$ cat src/verilog/cmbe_pkg.sv
package cmbe_pkg;

    localparam int DW = 8;
    localparam int IW = 16;
    localparam int PW = 16;

    // opcode fields
    localparam logic [7:0] OPC_CALL = 8'hB7;
    localparam logic [7:0] OPC_BANK_LO = 8'hB8;
    localparam logic [6:0] OPC_BANK_HI = 7'h5D;
    localparam logic [7:0] OPC_LIT_W = 8'hB0;
    localparam logic [2:0] OPC_TO_PERIPH = 3'h3;
    localparam logic [6:0] OPC_OR_FILE = 7'h04;
    localparam logic [IW-1:0] IDLE_WORD = 16'h0000;

    // field positions
    localparam int OP_HI = 15;
    localparam int OP8_LO = 8;
    localparam int OP7_LO = 9;
    localparam int OP3_LO = 13;
    localparam int DEST_BIT = 8;
    localparam int PADDR_HI = 12;
    localparam int PADDR_LO = 8;
    localparam int BANK_HI_LIT_HI = 7;
    localparam int BANK_HI_LIT_LO = 4;
    localparam int BANK_LO_LIT_HI = 3;

    // data-space locations with special meaning; values are a plain choice
    localparam logic [DW-1:0] WORKING_ADDR = 8'h0A;
    localparam logic [DW-1:0] INDIRECT0_ADDR = 8'h00;
    localparam logic [DW-1:0] INDIRECT1_ADDR = 8'h08;

    // values after reset
    localparam logic [PW-1:0] PC_RESET = 16'h0000;
    localparam logic [DW-1:0] WORKING_RESET = 8'h00;
    localparam logic [DW-1:0] BANK_RESET = 8'h00;
    localparam logic ZERO_RESET = 1'b0;

    // quarter phases of one instruction cycle, Gray order
    typedef enum logic [1:0] {
        CMBE_Q1 = 2'b00,
        CMBE_Q2 = 2'b01,
        CMBE_Q3 = 2'b11,
        CMBE_Q4 = 2'b10
    } cmbe_phase_e;

    typedef struct packed {
        logic long_subroutine_call;
        logic move_data_to_periph_space;
        logic load_bank_low_nibble;
        logic load_bank_high_nibble;
        logic load_literal_to_working;
        logic or_working_with_file;
    } cmbe_dec_s;

    typedef struct packed {
        logic rd_en;
        logic [DW-1:0] rd_addr;
        logic wr_en;
        logic [DW-1:0] wr_addr;
        logic [DW-1:0] wr_data;
    } cmbe_dmem_s;

    typedef struct packed {
        logic push;
        logic [PW-1:0] data;
    } cmbe_stack_s;

endpackage

$ cat src/verilog/cmbe_exec.sv
`timescale 1ns/1ps
module cmbe_exec (
    input wire logic clk,
    input wire logic rst_n,
    input wire logic [cmbe_pkg::IW-1:0] instr_word,
    input wire logic [cmbe_pkg::DW-1:0] pc_high_holding_latch,
    input wire logic [cmbe_pkg::DW-1:0] fsr0_ptr,
    input wire logic [cmbe_pkg::DW-1:0] fsr1_ptr,
    input wire logic [cmbe_pkg::DW-1:0] dm_rd_data,
    output logic [cmbe_pkg::PW-1:0] prog_addr,
    output cmbe_pkg::cmbe_phase_e phase,
    output cmbe_pkg::cmbe_dmem_s dm,
    output cmbe_pkg::cmbe_stack_s stack_top,
    output logic [cmbe_pkg::DW-1:0] working_register,
    output logic [cmbe_pkg::DW-1:0] bank_select_register,
    output logic zero_flag,
    output logic call_idle
);

    logic [cmbe_pkg::IW-1:0] ir;
    logic [cmbe_pkg::DW-1:0] operand;
    logic [cmbe_pkg::DW-1:0] result;
    cmbe_pkg::cmbe_phase_e next_phase;
    cmbe_pkg::cmbe_dec_s dec_in;
    cmbe_pkg::cmbe_dec_s dec;

    function automatic cmbe_pkg::cmbe_dec_s decode(input logic [cmbe_pkg::IW-1:0] w);
        cmbe_pkg::cmbe_dec_s d;
        d.long_subroutine_call =
            (w[cmbe_pkg::OP_HI:cmbe_pkg::OP8_LO] == cmbe_pkg::OPC_CALL);
        d.move_data_to_periph_space =
            (w[cmbe_pkg::OP_HI:cmbe_pkg::OP3_LO] == cmbe_pkg::OPC_TO_PERIPH);
        // unused nibble never looked at
        d.load_bank_low_nibble =
            (w[cmbe_pkg::OP_HI:cmbe_pkg::OP8_LO] == cmbe_pkg::OPC_BANK_LO);
        // bit 8 and the low nibble never looked at
        d.load_bank_high_nibble =
            (w[cmbe_pkg::OP_HI:cmbe_pkg::OP7_LO] == cmbe_pkg::OPC_BANK_HI);
        d.load_literal_to_working =
            (w[cmbe_pkg::OP_HI:cmbe_pkg::OP8_LO] == cmbe_pkg::OPC_LIT_W);
        d.or_working_with_file =
            (w[cmbe_pkg::OP_HI:cmbe_pkg::OP7_LO] == cmbe_pkg::OPC_OR_FILE);
        return d;
    endfunction

    // indirect locations are replaced by their pointer
    function automatic logic [cmbe_pkg::DW-1:0] eff_addr(input logic [cmbe_pkg::DW-1:0] a,
                                                          input logic [cmbe_pkg::DW-1:0] p0,
                                                          input logic [cmbe_pkg::DW-1:0] p1);
        logic [cmbe_pkg::DW-1:0] r;
        r = a;
        if (a == cmbe_pkg::INDIRECT0_ADDR) begin
            r = p0;
        end else if (a == cmbe_pkg::INDIRECT1_ADDR) begin
            r = p1;
        end
        return r;
    endfunction

    logic [cmbe_pkg::DW-1:0] src_addr;
    logic [cmbe_pkg::DW-1:0] dst_addr;
    logic [cmbe_pkg::DW-1:0] lit;
    logic dest_file;

    assign dec_in = decode(instr_word);
    assign dec = decode(ir);
    assign lit = ir[cmbe_pkg::DW-1:0];
    assign dest_file = ir[cmbe_pkg::DEST_BIT];
    assign src_addr = ir[cmbe_pkg::DW-1:0];
    assign dst_addr = dec.move_data_to_periph_space ?
        {3'h0, ir[cmbe_pkg::PADDR_HI:cmbe_pkg::PADDR_LO]} : ir[cmbe_pkg::DW-1:0];

    always_comb begin
        case (phase)
            cmbe_pkg::CMBE_Q1: next_phase = cmbe_pkg::CMBE_Q2;
            cmbe_pkg::CMBE_Q2: next_phase = cmbe_pkg::CMBE_Q3;
            cmbe_pkg::CMBE_Q3: next_phase = cmbe_pkg::CMBE_Q4;
            cmbe_pkg::CMBE_Q4: next_phase = cmbe_pkg::CMBE_Q1;
            default: next_phase = cmbe_pkg::CMBE_Q1;
        endcase
    end

    always_ff @(posedge clk or negedge rst_n) begin
        if (!rst_n) begin
            phase <= cmbe_pkg::CMBE_Q1;
        end else begin
            phase <= next_phase;
        end
    end

    // instruction latch; the word fetched behind a call is dropped
    always_ff @(posedge clk or negedge rst_n) begin
        if (!rst_n) begin
            ir <= cmbe_pkg::IDLE_WORD;
        end else if (phase == cmbe_pkg::CMBE_Q1) begin
            ir <= call_idle ? cmbe_pkg::IDLE_WORD : instr_word;
        end
    end

    // return address goes out in Q2, well before the jump at the end of Q4
    always_ff @(posedge clk or negedge rst_n) begin
        if (!rst_n) begin
            stack_top <= '0;
        end else if (phase == cmbe_pkg::CMBE_Q1) begin
            stack_top.push <= dec_in.long_subroutine_call && !call_idle;
            stack_top.data <= prog_addr + 16'h0001;
        end else begin
            stack_top.push <= 1'b0;
        end
    end

    // data-space port: read in Q2, write in Q4
    always_ff @(posedge clk or negedge rst_n) begin
        if (!rst_n) begin
            dm <= '0;
        end else begin
            case (phase)
                cmbe_pkg::CMBE_Q1: begin
                    dm.rd_en <= (dec_in.move_data_to_periph_space ||
                                 dec_in.or_working_with_file) && !call_idle;
                    dm.rd_addr <= eff_addr(instr_word[cmbe_pkg::DW-1:0],
                                           fsr0_ptr, fsr1_ptr);
                end
                cmbe_pkg::CMBE_Q2: begin
                    dm.rd_en <= 1'b0;
                end
                cmbe_pkg::CMBE_Q3: begin
                    dm.wr_en <= (dec.move_data_to_periph_space ||
                                 (dec.or_working_with_file && dest_file)) &&
                                dst_addr != cmbe_pkg::WORKING_ADDR;
                    dm.wr_addr <= eff_addr(dst_addr, fsr0_ptr, fsr1_ptr);
                    dm.wr_data <= dec.or_working_with_file ? (working_register | operand) :
                                  operand;
                end
                cmbe_pkg::CMBE_Q4: begin
                    dm.wr_en <= 1'b0;
                end
                default: begin
                    dm.wr_en <= 1'b0;
                end
            endcase
        end
    end

    // operand fetch; the working register is read in place of its location
    always_ff @(posedge clk or negedge rst_n) begin
        if (!rst_n) begin
            operand <= '0;
        end else if (phase == cmbe_pkg::CMBE_Q2) begin
            operand <= (src_addr == cmbe_pkg::WORKING_ADDR) ? working_register :
                       dm_rd_data;
        end
    end

    always_ff @(posedge clk or negedge rst_n) begin
        if (!rst_n) begin
            result <= '0;
        end else if (phase == cmbe_pkg::CMBE_Q3) begin
            result <= dec.or_working_with_file ? (working_register | operand) : operand;
        end
    end

    always_ff @(posedge clk or negedge rst_n) begin
        if (!rst_n) begin
            working_register <= cmbe_pkg::WORKING_RESET;
        end else if (phase == cmbe_pkg::CMBE_Q4) begin
            if (dec.load_literal_to_working) begin
                working_register <= lit;
            end else if (dec.or_working_with_file &&
                         (!dest_file || dst_addr == cmbe_pkg::WORKING_ADDR)) begin
                working_register <= result;
            end else if (dec.move_data_to_periph_space &&
                         dst_addr == cmbe_pkg::WORKING_ADDR) begin
                working_register <= result;
            end
        end
    end

    always_ff @(posedge clk or negedge rst_n) begin
        if (!rst_n) begin
            bank_select_register <= cmbe_pkg::BANK_RESET;
        end else if (phase == cmbe_pkg::CMBE_Q4) begin
            if (dec.load_bank_low_nibble) begin
                bank_select_register[cmbe_pkg::BANK_LO_LIT_HI:0] <=
                    ir[cmbe_pkg::BANK_LO_LIT_HI:0];
            end else if (dec.load_bank_high_nibble) begin
                bank_select_register[cmbe_pkg::DW-1:cmbe_pkg::BANK_HI_LIT_LO] <=
                    ir[cmbe_pkg::BANK_HI_LIT_HI:cmbe_pkg::BANK_HI_LIT_LO];
            end
        end
    end

    // only the OR touches the zero flag here; moves leave it alone
    always_ff @(posedge clk or negedge rst_n) begin
        if (!rst_n) begin
            zero_flag <= cmbe_pkg::ZERO_RESET;
        end else if (phase == cmbe_pkg::CMBE_Q4 && dec.or_working_with_file) begin
            zero_flag <= (result == 8'h00);
        end
    end

    // jump lands at the end of Q4; the pc holds through the idle cycle
    always_ff @(posedge clk or negedge rst_n) begin
        if (!rst_n) begin
            prog_addr <= cmbe_pkg::PC_RESET;
        end else if (phase == cmbe_pkg::CMBE_Q4 && !call_idle) begin
            if (dec.long_subroutine_call) begin
                prog_addr <= {pc_high_holding_latch, lit};
            end else begin
                prog_addr <= prog_addr + 16'h0001;
            end
        end
    end

    always_ff @(posedge clk or negedge rst_n) begin
        if (!rst_n) begin
            call_idle <= 1'b0;
        end else if (phase == cmbe_pkg::CMBE_Q4) begin
            call_idle <= dec.long_subroutine_call && !call_idle;
        end
    end
endmodule

$ cat config.mk
export PLATFORM = sky130hd
export DESIGN_NAME = cmbe_exec
export DESIGN_NICKNAME = d
export VERILOG_FILES = /design/src/verilog/cmbe_pkg.sv /design/src/verilog/cmbe_exec.sv
export SDC_FILE = /design/constraint.sdc
export NUM_CORES = 1
export LEC_CHECK = 0
export BUFFER_PORTS_ARGS = -buffer_cell sky130_fd_sc_hd__buf_2
export CAP_MARGIN = 20
export CORE_MARGIN = 3
export CORE_UTILIZATION = 40
export CTS_CLUSTER_DIAMETER = 60
export DETAILED_ROUTE_END_ITERATION = 6
export PLACE_DENSITY = 0.66
export SLEW_MARGIN = 30
export SYNTH_ARGS = -nofsm -noshare
export SYNTH_HDL_FRONTEND = slang
export SYNTH_SLANG_ARGS = --single-unit
$ cat constraint.sdc
create_clock -name clk -period 2.4 [get_ports clk]
set_clock_uncertainty 0.1 [all_clocks]
set_input_delay 0.24 -clock clk [delete_from_list [all_inputs] [get_ports clk]]
set_output_delay 0.24 -clock clk [all_outputs]
set_load 0.005 [all_outputs]
== Yosys cells after proc, flatten, opt, wreduce, memory -nomap -nowiden ==
Cells that the tools add are included.
Widths: inputs -> output; s select.
Word-level totals
  bits in registers: 103
  input port bits: 50
  output and inout bits: 79
  logic and storage cells: 76
Cells by class
  $add $sub $neg: 1
  equal/unequal tests: 17
  mux-type cells: 16
  bitwise logic cells: 2
  reductions and logical operators: 24
Operators by type and width (count)
  $mux 8: 10
  $eq 8x4->1 const B: 4
  $eq 8x8->1 const B: 4
  $mux 16: 2
  $logic_not 8->1: 3
  $add 16x1->16 const B: 1
  $eq 7x3->1 const B: 2
  $logic_and 1x1->1: 9
  $ne 8x4->1 const B: 1
  $or 8x8->8: 1
  $pmux 2 s4: 1
  $eq 7x7->1 const B: 1
  $eq 3x2->1 const B: 2
  $eq 2x2->1 const B: 2
  $pmux 1 s2: 2
  $reduce_and 2->1: 2
  $reduce_bool 2->1: 2
  $logic_or 1x1->1: 3
  $reduce_and 3->1: 1
  $reduce_bool 3->1: 1
  $eq 2x1->1 const B: 1
  $logic_not 1->1: 2
  $logic_not 2->1: 1
  $mux 1: 1
  $not 1->1: 1

== Logic depth before layout (Yosys ltp) ==
  depth in word-level cells: 7
  depth in mapped cells: 8
  depth with buffers taken out: 6

== Least setup slack after synthesis ==
No wires, ideal clock.
  path type: reg-to-reg
  start point: reg ir[5] in the netlist's numbering
  end point: reg dm[13] in the netlist's numbering
  setup time: 134 ps
  arrival: 1861 ps
  slack: 305 ps
  stages on the path, launching flop included: 6
  period minus slack after synthesis: 2095 ps
  cell sequence: dfrtp_1 or4_4 or2_4 o31a_2 o31ai_1 o21ai_0
On the way
  longest elaborated chain between the ends: 4
RTL lines
  start, declared: line cmbe_exec.sv:20  | logic [cmbe_pkg::IW-1:0] ir;
  start signal, assigned: line cmbe_exec.sv:94  | ir <= cmbe_pkg::IDLE_WORD;
  start signal, assigned: line cmbe_exec.sv:96  | ir <= call_idle ? cmbe_pkg::IDLE_WORD : instr_word;
  $mux 8 (*): line cmbe_exec.sv:70  | assign dst_addr = dec.move_data_to_periph_space ?
  $eq 8x4->1: line cmbe_exec.sv:54  | end else if (a == cmbe_pkg::INDIRECT1_ADDR) begin
  $mux 8: line cmbe_exec.sv:54
  $mux 8 (*): line cmbe_exec.sv:52  | if (a == cmbe_pkg::INDIRECT0_ADDR) begin
  end, declared: line cmbe_exec.sv:12  | output cmbe_pkg::cmbe_dmem_s dm,
Mark *: on every way between the ends. The rest lies on a longest branch, timed or not.
A chain may end at the register's enable or synchronous reset.

== Worst setup path in the final report ==
  start point: reg ir[5] in the netlist's numbering
  end point: reg operand[5] in the netlist's numbering
On the way
  longest elaborated chain between the ends: 2
RTL lines
  $eq 8x4->1: line cmbe_exec.sv:150  | operand <= (src_addr == cmbe_pkg::WORKING_ADDR) ? working_register :
  $mux 8: line cmbe_exec.sv:150
  end signal, assigned: line cmbe_exec.sv:150
  end, declared: line cmbe_exec.sv:21  | logic [cmbe_pkg::DW-1:0] operand;
No other way between the ends.

==> results.cfg <==
[worst_setup_path]
ff2ff_setup_slack_ps = 210
max_stage_delay_ps = 680
cp-endpoint = operand[5]
worstPathArrival_ps = 2290
worstRegToRegCells = 4
cp_max_fo = 9
end_kind = flip-flop
slowest_stage = or3_2
rr_startpoint = ir[5]
startpoint = ir[5]
worstSetupStartpointType = flip-flop
critical_path_class = reg -> reg
crit_chain = or4_4 > or3_2 > mux2i_1 > o21ai_0
r2r-end = operand[5]
worstPathRequired_ps = 2510

[power_and_ir_drop]
switchingPower_w = 0.001100
clockPowerShare_pct = 37.5
p_total_w = 0.004074
p_int_w = 0.002974
p_leak_nw = 3.040
pwr-share-comb_pct = 13.0
swShare_pct = 26.99
power_frac_seq_pct = 49.6
peakVddDrop_v = 0.0003619
powerDensity_nw_per_um2 = 638.9

[routing]
wire_per_inst_um = 17.06
totalWireLength_mm = 14.66
drtIter0Drc = 422
antenna_left = 0
firstDrtPassIters = 5
drc = 0
routed_via_density = 5.490
vias = 4716

[timing]
setup-tns-final_ps = 0
worst_pin_slew_ps = 791.9
rsz0062_at_grt = false
timing.final.max_slew_violations = 0
fin_ws_ps = 213.3
layout_min_cycle_time_ps = 2187
slew_headroom_pct = 47.08
fmax_mhz = 457.3
post-route-period-util_pct = 91.11
setup_viol = 0
final-hold-violation-count = 0

[finish]
mostFrequentLayoutCells = 127 x buf_2, 107 x nand2_1, 103 x dfrtp_1, 75 x o21ai_0, 32 x a21oi_1
drive_above_1_share_pct = 27.93
final_cell_count_no_fill = 859
area_growth_pct = 24.38
final_common_cell = buf_2
num_antenna_cells = 0
n_fill_cell = 1159
nets = 737
fin_util_pct = 52.00

[die]
die_w_um = 119.2
core-area_um2 = 12260
fp-row-count = 40
start_util_pct = 41.81
die_area_um2 = 14210
die-height_um = 119.2
io_pins = 129

[placed_design]
io_buffers = 128
gp_congestion = 0.8829
place_ws_ps = 238.1
placedCellCount = 842
hpwl_mm = 10.80

[synthesis]
synth_top_family_by_area = compound AO/OA/AOI/OAI gates
synth_compound_area_share_pct = 19.18
synth_mux_area_share_pct = 5.589
synth_cell_type_count = 56
synthCells = 557
synth_seq_cells = 103
yosysWarnings = 0
netlist_area_um2 = 5126
synth_flop_cell = dfrtp_1
synthArstFlopShare_pct = 100.0
synth-adder-area-share_pct = 0.2441
synth_edf_count = 0
synthXorXnorAreaFrac_pct = 2.392
syn-num-nets = 608
synthSimpleGateAreaFrac_pct = 18.67
ys_seq_area_share_pct = 50.28
syn_area_per_cell_um2 = 9.203

[clock_tree]
cts_tree = yes
holdBufCountCts = 1
cts_inserted_buffers = 9
post_cts_buffers = 0
cts-root-buf = clkbuf_16
ctsHtreeMaxLevel = 3
cts_max_path_buffers = 2
cts_resized = 0
cts_sinks = 103
clk_pin_slew_ps = 70
insertion_delay_ps = 350

[global_route]
antenna_found_initial = 0
gr-total-overflow = 0
grt_pass1_wl_mm = 24.07
grtUsageTotal_pct = 21.20
grt_max_degree = 52
grt_pass1_vias = 4608

[min_path]
hold_path_startpoint = instr_word[12]
hold_path_class = in -> reg

[flow_run]
drv_cap = 0

[status]
status = completed
-- how the worst min path moves through the flow --
stage / end / slack, ps / cells after the start
floorplan: bank_select_register[0] / -160 / 0
finish: ir[12] / 20 / 3
global route: dm[25] / 20 / 2
CTS: ir[12] / 6 / 3
global placement: result[0] / 220 / 1
detailed placement: result[0] / 220 / 1
-- sequential cells by signal (all words and copies together) (netlist names), 2 cells and up --
name	count
stack_top	17
result	8
phase	2
prog_addr	16
dm	18
working_register	8
ir	16
operand	8
bank_select_register	8
-- kinds of logic (layout without fill, tap and decap cells) --
group	Yosys count	count (layout)
AOI/OAI and AO/OA	165	165
xor gates and xnor gates	14	14
adders and majority gates	1	1
buffers and inverters	47	181
DFF	103	103
muxes	27	27
and+or+nand+nor	200	200
-- through the flow --
step / hold slack (ps) / cell area (µm²)
after detailed placement: 217.3 / 6055
after CTS: 6.100 / 6376
after floorplan: -155.6 / 5126
after global placement: 220.9 / 6055
after global routing: 19.20 / 6376
final: 18.17 / 6376
-- cell type report --
cell class              instances  area [µm²]  share of cell area, %
clock inverters                 6       72.57                  1.138
multi-input cells             407        2362                  37.05
inverters                       9       33.78                 0.5298
repair buffers                156       880.8                  13.81
well taps                     168       210.2                  3.297
clock buffers                  10       239.0                  3.748
flip-flops and latches        103        2577                  40.42
-- power by group through the flow --
stage          registers (W)  logic, W  clock network (W)
6_report             0.00202  0.000528            0.00153
3_5_place_dp         0.00205  0.000529                  0
3_3_place_gp         0.00205  0.000519                  0
5_1_grt              0.00204  0.000599            0.00163
4_1_cts              0.00202  0.000535            0.00156
2_1_floorplan        0.00203  0.000222                  0
-- cells in the mapped netlist, types with 4 or more instances --
cell type  count  area [µm²]
o31ai_1        8       60.06
o21ai_1        4       20.02
mux2_2        10       112.6
o22ai_1       14       87.58
nand2b_1      17       106.4
buf_2          4       20.02
o21ai_0       75       375.4
nand3_1        7       35.03
inv_1          9       33.78
nor4_1         6       37.54
nand2_1      107       401.6
xnor2_1        6       52.55
a21oi_1       32       160.2
and3_1         4       25.02
or3_1          4       25.02
dfrtp_1      103        2577
clkbuf_1      30       112.6
nor3_1         8       40.04
mux2i_1       16       160.2
a31oi_1        5       31.28
xor2_1         8       70.07
a2bb2oi_1      6       52.55
nor2_1        20       75.07
-- critical path: cells and delay by family (launching register included) --
kind               cells  cell delay, ps
AOI/OAI and AO/OA      1             100
DFF                    1             380
muxes                  1             230
and+or+nand+nor        2            1240
-- layer usage --
| layer | track usage, % | share of wire (%) | routed length [µm] |
|---|---|---|---|
| met3 | 4.368 | 6.8 | 998 |
| met2 | 32.21 | 46 | 6676 |
| met5 | 0 | 0 | 0 |
| met4 | 6.879 | 2.2 | 320 |
| met1 | 30.37 | 45 | 6661 |
Note: power is estimated with default switching activity, not from simulation.
